**src/design/ivr_pkg.sv**
```systemverilog
package ivr_pkg;

   // ************************************************************
   // apb register map: index of each register, byte address = 4*idx
   // ************************************************************
   localparam int          ADDR_W      = 14;
   localparam logic [11:0] IDX_VECBASE = 12'h300;
   localparam logic [11:0] IDX_MASK    = 12'h304;
   localparam logic [11:0] IDX_PENDING = 12'h30c;
   localparam logic [11:0] IDX_STATUS  = 12'h310;

   // ************************************************************
   // field layout and reset values
   // ************************************************************
   localparam int          VEC_BASE_LSB   = 3;
   localparam int          VEC_BASE_W     = 5;
   localparam int          LEVEL_W        = 3;
   localparam logic [7:0]  VEC_UNINIT     = 8'h0f;
   localparam logic [4:0]  VECBASE_RST    = 5'h00;
   localparam logic [31:0] MASK_RST       = 32'h0000_0000;
   localparam logic [31:0] PENDING_RST    = 32'h0000_0000;
   localparam logic [2:0]  LEVEL_NONE     = 3'h0;
   localparam int          STAT_WIDTH_BIT = 0;
   localparam int          STAT_MODE_LSB  = 1;
   localparam int          STAT_INIT_BIT  = 3;
   localparam int          STAT_LEVEL_LSB = 4;

   // ************************************************************
   // source count and level of each source (index 0 last)
   // ************************************************************
   localparam int          NUM_SRC_DEF = 18;
   localparam logic [53:0] SRC_LEVEL_DEF = {
      3'h1, 3'h2, 3'h3,
      3'h4, 3'h4, 3'h4, 3'h4, 3'h4, 3'h4, 3'h4, 3'h4, 3'h4, 3'h4,
      3'h5, 3'h6, 3'h6, 3'h6, 3'h7};
   localparam int          NUM_CS_DEF  = 7;
   localparam int          NUM_PIN_DEF = 8;

   // ************************************************************
   // types
   // ************************************************************
   typedef enum logic [1:0] {
      MODE_NORMAL    = 2'h0,
      MODE_EMULATION = 2'h1,
      MODE_BOOTSTRAP = 2'h3
   } ivr_mode_e;

   typedef enum logic [1:0] {
      ST_CAPTURE = 2'h0,
      ST_RUN     = 2'h1
   } ivr_state_e;

   typedef struct packed {
      logic       cycle;
      logic [2:0] level;
   } ivr_ack_s;

   typedef struct packed {
      logic       oe;
      logic [7:0] data;
   } ivr_vec_s;

   typedef struct packed {
      logic widthStrap;
      logic emuIrqStrap;
      logic emuBreakStrap;
      logic hiZStrap;
   } ivr_strap_s;

endpackage

```
**src/design/ivr_ctrl.sv**
```systemverilog
`timescale 1ns/10ps
module ivr_ctrl #(
   parameter int          NUM_SRC   = ivr_pkg::NUM_SRC_DEF,
   parameter logic [53:0] SRC_LEVEL = ivr_pkg::SRC_LEVEL_DEF,
   parameter int          NUM_CS    = ivr_pkg::NUM_CS_DEF,
   parameter int          NUM_PIN   = ivr_pkg::NUM_PIN_DEF
) (
   input  wire logic                      clk,
   input  wire logic                      rst_b,
   input  wire logic                      psel,
   input  wire logic                      penable,
   input  wire logic                      pwrite,
   input  wire logic [ivr_pkg::ADDR_W-1:0] paddr,
   input  wire logic [31:0]               pwdata,
   output logic      [31:0]               prdata,
   output logic                           pready,
   output logic                           pslverr,
   input  wire logic [NUM_SRC-1:0]        srcEvent,
   input  wire ivr_pkg::ivr_ack_s         vectorFetchCycle,
   output ivr_pkg::ivr_vec_s              vecOut,
   output logic      [2:0]                irqLevel,
   input  wire ivr_pkg::ivr_strap_s       straps,
   output logic                           bootChipSel_b,
   output logic      [NUM_CS-1:0]         otherChipSel_b,
   output logic      [NUM_PIN-1:0]        pinOutEn,
   output logic      [NUM_PIN-1:0]        pinPullUpEn,
   output logic                           sharedDataPortIsBus,
   output ivr_pkg::ivr_mode_e             opMode
);

   // ************************************************************
   // elaboration checks
   // ************************************************************
   generate
      if (NUM_SRC < 1 || NUM_SRC > 18) begin : g_badSrc
         $error("NUM_SRC must lie in 1..18");
      end
      if (NUM_CS < 1 || NUM_PIN < 1) begin : g_badPins
         $error("NUM_CS and NUM_PIN must be at least 1");
      end
   endgenerate

   // ************************************************************
   // state
   // ************************************************************
   logic [4:0]         vecBase_reg;
   logic [4:0]         vecBase_next;
   logic               vecInit_reg;
   logic               vecInit_next;
   logic [NUM_SRC-1:0] mask_reg;
   logic [NUM_SRC-1:0] mask_next;
   logic [NUM_SRC-1:0] pending_reg;
   logic [NUM_SRC-1:0] pending_next;
   logic [31:0]        prdata_reg;
   logic [31:0]        prdata_next;
   logic               pready_reg;
   logic               pready_next;
   logic               pslverr_reg;
   logic               pslverr_next;
   logic [2:0]         level_reg;
   logic [2:0]         level_next;
   ivr_pkg::ivr_vec_s  vec_reg;
   ivr_pkg::ivr_vec_s  vec_next;
   ivr_pkg::ivr_state_e state_reg;
   ivr_pkg::ivr_state_e state_next;
   logic               wideBus_reg;
   logic               wideBus_next;
   ivr_pkg::ivr_mode_e mode_reg;
   ivr_pkg::ivr_mode_e mode_next;

   // ************************************************************
   // apb decode
   // ************************************************************
   logic [11:0] regIdx;
   logic        accessDone;
   logic        wrDone;
   logic        hitBase;
   logic        hitMask;
   logic        hitPend;
   logic        hitStat;
   logic        hitAny;

   assign regIdx     = paddr[ivr_pkg::ADDR_W-1:2];
   assign accessDone = psel & penable & pready_reg;
   assign wrDone     = accessDone & pwrite;
   assign hitBase    = (regIdx == ivr_pkg::IDX_VECBASE);
   assign hitMask    = (regIdx == ivr_pkg::IDX_MASK);
   assign hitPend    = (regIdx == ivr_pkg::IDX_PENDING);
   assign hitStat    = (regIdx == ivr_pkg::IDX_STATUS);
   assign hitAny     = hitBase | hitMask | hitPend | hitStat;

   // ************************************************************
   // priority resolution
   // ************************************************************
   logic [2:0] winLevel;
   logic [7:0] levelActive;
   logic       ackHit;

   always_comb begin
      levelActive = 8'h00;
      winLevel    = ivr_pkg::LEVEL_NONE;
      for (int i = 0; i < NUM_SRC; i++) begin
         if (pending_reg[i] && !mask_reg[i]) begin
            levelActive[SRC_LEVEL[3*i +: 3]] = 1'b1;
         end
      end
      for (int l = 1; l < 8; l++) begin
         if (levelActive[l]) begin
            winLevel = 3'(l);
         end
      end
   end

   // acknowledge addresses the level now presented
   assign ackHit = vectorFetchCycle.cycle &&
                   (vectorFetchCycle.level == level_reg) &&
                   (level_reg != ivr_pkg::LEVEL_NONE);

   // ************************************************************
   // register file next values
   // ************************************************************
   always_comb begin
      vecBase_next = vecBase_reg;
      vecInit_next = vecInit_reg;
      mask_next    = mask_reg;
      pending_next = pending_reg;
      if (wrDone && hitBase) begin
         vecBase_next = pwdata[ivr_pkg::VEC_BASE_LSB +: ivr_pkg::VEC_BASE_W];
         vecInit_next = 1'b1;
      end
      if (wrDone && hitMask) begin
         mask_next = pwdata[NUM_SRC-1:0];
      end
      if (wrDone && hitPend) begin
         pending_next = pending_reg & ~pwdata[NUM_SRC-1:0];
      end
      // new events win over a clear in the same cycle, masked or not
      pending_next = pending_next | srcEvent;
   end

   // ************************************************************
   // apb answer: one wait state, unmapped index answers with error
   // ************************************************************
   always_comb begin
      pready_next  = psel & penable & ~pready_reg;
      pslverr_next = psel & penable & ~pready_reg & ~hitAny;
      prdata_next  = 32'h0000_0000;
      if (psel && penable && !pready_reg && !pwrite) begin
         if (hitBase) begin
            prdata_next[ivr_pkg::VEC_BASE_LSB +: ivr_pkg::VEC_BASE_W] =
               vecBase_reg;
         end
         if (hitMask) begin
            prdata_next[NUM_SRC-1:0] = mask_reg;
         end
         if (hitPend) begin
            prdata_next[NUM_SRC-1:0] = pending_reg;
         end
         if (hitStat) begin
            prdata_next[ivr_pkg::STAT_WIDTH_BIT] = wideBus_reg;
            prdata_next[ivr_pkg::STAT_MODE_LSB +: 2] = mode_reg;
            prdata_next[ivr_pkg::STAT_INIT_BIT] = vecInit_reg;
            prdata_next[ivr_pkg::STAT_LEVEL_LSB +: 3] = level_reg;
         end
      end
   end

   // ************************************************************
   // request level and vector drive
   // ************************************************************
   always_comb begin
      // hold the presented code steady through its acknowledge
      level_next = ackHit ? level_reg : winLevel;
      vec_next   = '0;
      if (ackHit) begin
         vec_next.oe = 1'b1;
         if (vecInit_reg) begin
            vec_next.data = {vecBase_reg, level_reg};
         end else begin
            vec_next.data = ivr_pkg::VEC_UNINIT;
         end
      end
   end

   // ************************************************************
   // strap capture at reset release
   // ************************************************************
   always_comb begin
      state_next   = state_reg;
      wideBus_next = wideBus_reg;
      mode_next    = mode_reg;
      unique case (state_reg)
         ivr_pkg::ST_CAPTURE: begin
            wideBus_next = straps.widthStrap;
            if (!straps.emuIrqStrap && !straps.emuBreakStrap) begin
               mode_next = ivr_pkg::MODE_BOOTSTRAP;
            end else if (!straps.emuBreakStrap || !straps.hiZStrap) begin
               mode_next = ivr_pkg::MODE_EMULATION;
            end else begin
               mode_next = ivr_pkg::MODE_NORMAL;
            end
            state_next = ivr_pkg::ST_RUN;
         end
         ivr_pkg::ST_RUN: begin
            state_next = ivr_pkg::ST_RUN;
         end
         default: begin
            state_next = ivr_pkg::ST_CAPTURE;
         end
      endcase
   end

   // ************************************************************
   // registers
   // ************************************************************
   always_ff @(posedge clk) begin
      if (!rst_b) begin
         vecBase_reg <= ivr_pkg::VECBASE_RST;
         vecInit_reg <= 1'b0;
         mask_reg    <= ivr_pkg::MASK_RST[NUM_SRC-1:0];
         pending_reg <= ivr_pkg::PENDING_RST[NUM_SRC-1:0];
         prdata_reg  <= 32'h0000_0000;
         pready_reg  <= 1'b0;
         pslverr_reg <= 1'b0;
         level_reg   <= ivr_pkg::LEVEL_NONE;
         vec_reg     <= '0;
         state_reg   <= ivr_pkg::ST_CAPTURE;
         wideBus_reg <= 1'b0;
         mode_reg    <= ivr_pkg::MODE_NORMAL;
      end else begin
         vecBase_reg <= vecBase_next;
         vecInit_reg <= vecInit_next;
         mask_reg    <= mask_next;
         pending_reg <= pending_next;
         prdata_reg  <= prdata_next;
         pready_reg  <= pready_next;
         pslverr_reg <= pslverr_next;
         level_reg   <= level_next;
         vec_reg     <= vec_next;
         state_reg   <= state_next;
         wideBus_reg <= wideBus_next;
         mode_reg    <= mode_next;
      end
   end

   // ************************************************************
   // pin defaults, chip selects and outputs
   // ************************************************************
   logic               bootCs_reg;
   logic [NUM_CS-1:0]  otherCs_reg;
   logic [NUM_PIN-1:0] pinOe_reg;
   logic [NUM_PIN-1:0] pinPu_reg;
   logic               portBus_reg;

   // no reset output exists; the reset pin is only ever an input
   always_ff @(posedge clk) begin
      if (!rst_b) begin
         bootCs_reg  <= 1'b0;
         otherCs_reg <= '1;
         pinOe_reg   <= '0;
         pinPu_reg   <= '1;
         portBus_reg <= 1'b0;
      end else begin
         bootCs_reg  <= 1'b0;
         otherCs_reg <= '1;
         pinOe_reg   <= '0;
         pinPu_reg   <= {NUM_PIN{~wideBus_reg}};
         portBus_reg <= wideBus_reg;
      end
   end

   assign prdata              = prdata_reg;
   assign pready              = pready_reg;
   assign pslverr             = pslverr_reg;
   assign vecOut              = vec_reg;
   assign irqLevel            = level_reg;
   assign bootChipSel_b       = bootCs_reg;
   assign otherChipSel_b      = otherCs_reg;
   assign pinOutEn            = pinOe_reg;
   assign pinPullUpEn         = pinPu_reg;
   assign sharedDataPortIsBus = portBus_reg;
   assign opMode              = mode_reg;

endmodule

```
**config.mk**
```make
export PLATFORM = sky130hd
export DESIGN_NAME = ivr_ctrl
export DESIGN_NICKNAME = d
export VERILOG_FILES = /design/src/design/ivr_pkg.sv /design/src/design/ivr_ctrl.sv
export SDC_FILE = /design/constraint.sdc
export NUM_CORES = 1
export LEC_CHECK = 0
export BUFFER_PORTS_ARGS = -buffer_cell sky130_fd_sc_hd__buf_2
export CORE_MARGIN = 2
export CORE_UTILIZATION = 30
export CTS_CLUSTER_DIAMETER = 30
export DETAILED_ROUTE_END_ITERATION = 10
export PLACE_DENSITY = 0.56
export SYNTH_ARGS = -nofsm -noshare
export SYNTH_HDL_FRONTEND = slang
export SYNTH_SLANG_ARGS = --single-unit
```
**constraint.sdc**
```tcl
create_clock -name clk -period 2.45 [get_ports clk]
set_clock_uncertainty 0.1 [all_clocks]
set_input_delay 0.245 -clock clk [delete_from_list [all_inputs] [get_ports clk]]
set_output_delay 0.245 -clock clk [all_outputs]
set_load 0.02 [all_outputs]
```
==> impl_metrics.toml <==
[status]
outcome = "complete, but fails checks"
failed_checks = "design-rule violations"

[route]
viasPerCell = 4.61
firstDrtPassIters = 8
routedWlPerCell_um = 13.7
drc_errors = 11
vias = 2880
drt_iter0_markers = 180
wl_mm = 8.56
antenna_left = 0

[logic_synthesis]
synth-xor-area-share_pct = 0.490
synthCells = 388
ys_ff_latch = 80
yosysWarnings = 0
synth.most_common_cell = "dfxtp_1"
yosys.area_share.simple_pct = 16.4
ys_types = 55
async_flop_share_pct = 0
synth_top_family_by_area = "compound AO/OA/AOI/OAI gates"
synthAdderAreaFrac_pct = 0
netlist.area_leader.share_pct = 44.8
muxShareOfSynthArea_pct = 3.08
avgSynthCellArea_sq_um = 9.22
synth_area_leaders = "dfxtp_1 (45%), buf_4 (8.0%), o21a_1 (3.8%)"
yosysTopAreaCell = "dfxtp_1"
synth-compound-area-share_pct = 20.9
yosysSeqAreaShare_pct = 44.8
yosys-top-cells-count = "dfxtp_1 (80), buf_4 (38), nand2_1 (27), nor2_1 (24), inv_1 (23)"
synth_area_sq_um = 3580
synth-edff-count = 0
synthFlopType = "dfxtp_1"

[sta]
hold_viol = 0
worst_pin_slew_ps = 616
fmax_mhz = 554
min_period_ps = 1810
max_slew_margin_pct = 58.9
post-route-period-util_pct = 73.7
tns_ps = 0
drv_slew = 0
hold_ws_ps = 18.7
rsz0062_at_grt = "no"
finalSetupViolCount = 0

[power_and_ir_drop]
peakVddDrop_mv = 0.317
leakage_uw = 0.00195
power_density_nw_per_um2 = 699

[floorplan]
die_x_um = 113
die_y_um = 113
core_sq_um = 11500
die-area_sq_um = 12800
num_io_pins = 150
start_util_pct = 31.1
fp-row-count = 39

[clock_network]
postCtsSetupRepairBufs = 0
root_buffer = "clkbuf_16"
clock_path_buffers = 2
cts_tree = "built"
cts_sinks = 80
numCtsBuffers = 9
clk_pin_slew_worst_paths_ps = 60
cts_htree_levels = 3
ctsHoldBuffers = 0
ctsResizeCount = 0
clock_latency_ps = 330

[worst_setup_path]
slowest_stage = "or4b_4"
crit_path_max_incr_delay_ps = 580
crit_type = "input pin to flop"
end_kind = "flop"
crit_required_ps = 2560
critPathArrivalTime_ps = 1920
cp-start-kind = "input pin"
cp_max_fo = 36
cp_cell_sequence = "buf_2, or4b_4, nor4_4, nand2_4, nand3_1, o21ai_2"

[layout]
area_growth_pct = 20.0
fill_cells = 1194
drive_gt1_share_pct = 32.6
final_cells = 625
num_antenna_cells = 0
final_area_sq_um = 4290
nets = 554

[placed_design]
gp_congestion = 0.798
dp_cells = 609
port_buffers = 103
place_area_sq_um = 3990
dp_hpwl_mm = 6.31

[global_route]
grt_overflow = 0
grt_pass1_wl_mm = 13.6
track_usage_pct = 13.7
grt_antenna_before_repair = 0
grt_max_degree = 61
grt_pass1_vias = 2670

[run]
cap_violations = 0

[hold_path]
hp-class = "input pin to flop"
## area by class of cell
type                    count  area (sq um)  share of cell area [%]
multi-input cells         256          1580                    36.7
flip-flops and latches     80          1600                    37.3
clock buffers               9           225                    5.25
clock inverters             7          80.1                    1.87
repair buffers            107           546                    12.7
inverters                  23          86.3                    2.01
well taps                 143           179                    4.17
## stage by stage
step                util, %  power [uW]  worst slack [ps]
floorplan                 -        1610               669
global placement       34.6        1670               296
detailed placement     34.6        1670               290
CTS                    37.3        3050               641
global route           37.3        3150               525
finish                 37.3        3000               645
## placed cells by master, fill, tap and decap left out, drive strengths merged, types with 2 or more instances in the layout
cell type and count:
nand3 20, nand2b 3, o21a 18, clkbuf 9, or2 3, clkinvlp 2, and3 9, clkinv 3
xnor2 2, nand4b 2, o22ai 8, mux2i 11, nor2 26, a21boi 10, and2 4, a31oi 3
conb 30, nor4 2, a222oi 3, a221oi 2, nand2 28, a22o 10, o21ai 24, dfxtp 80
nor3 4, nand3b 2, a21oi 17, buf 107, inv 24
## where the power goes
group | internal, uW | switching, uW | leakage [uW]
clock | 798 | 561 | 0.000142
combinational | 106 | 175 | 0.00116
sequential | 1330 | 28.7 | 0.000653
## cells by family after synthesis
family,count (synthesis)
xor+xnor,2
flops,80
buf+inv,80
other cells,2
simple gates,111
mux,11
compound gates,102
## worst max-delay path, delay by kind of cell
family	cells	cell delay [ps]
and+or+nand+nor	4	1470
buffers and inverters	1	130
AOI/OAI and AO/OA	1	60
## worst paths after layout
kind                            depth (start not counted)  slack, ps                          to                      start
worst max-delay path                                    6        640   mask_reg[10]$_SDFFE_PN0P_                   paddr[3]
worst min-delay path                                    2         20  pending_reg[16]$_SDFF_PN0_               srcEvent[16]
worst max register to register                          6        710        vecOut[4]$_SDFF_PN0_   irqLevel[0]$_SDFFE_PN0N_
worst min register to register                          2        360   mask_reg[16]$_SDFFE_PN0P_  mask_reg[16]$_SDFFE_PN0P_
## routing by layer
| layer | vias up | wire length (um) | track usage [%] |
|---|---|---|---|
| met5 | - | 0 | 0 |
| met4 | 0 | 124 | 4.96 |
| met3 | 10 | 669 | 4.45 |
| met2 | 99 | 3950 | 21.4 |
| met1 | 1307 | 3810 | 17.7 |
| li1 | 1464 | - | - |
No activity file was read; power rests on OpenSTA's default activity.
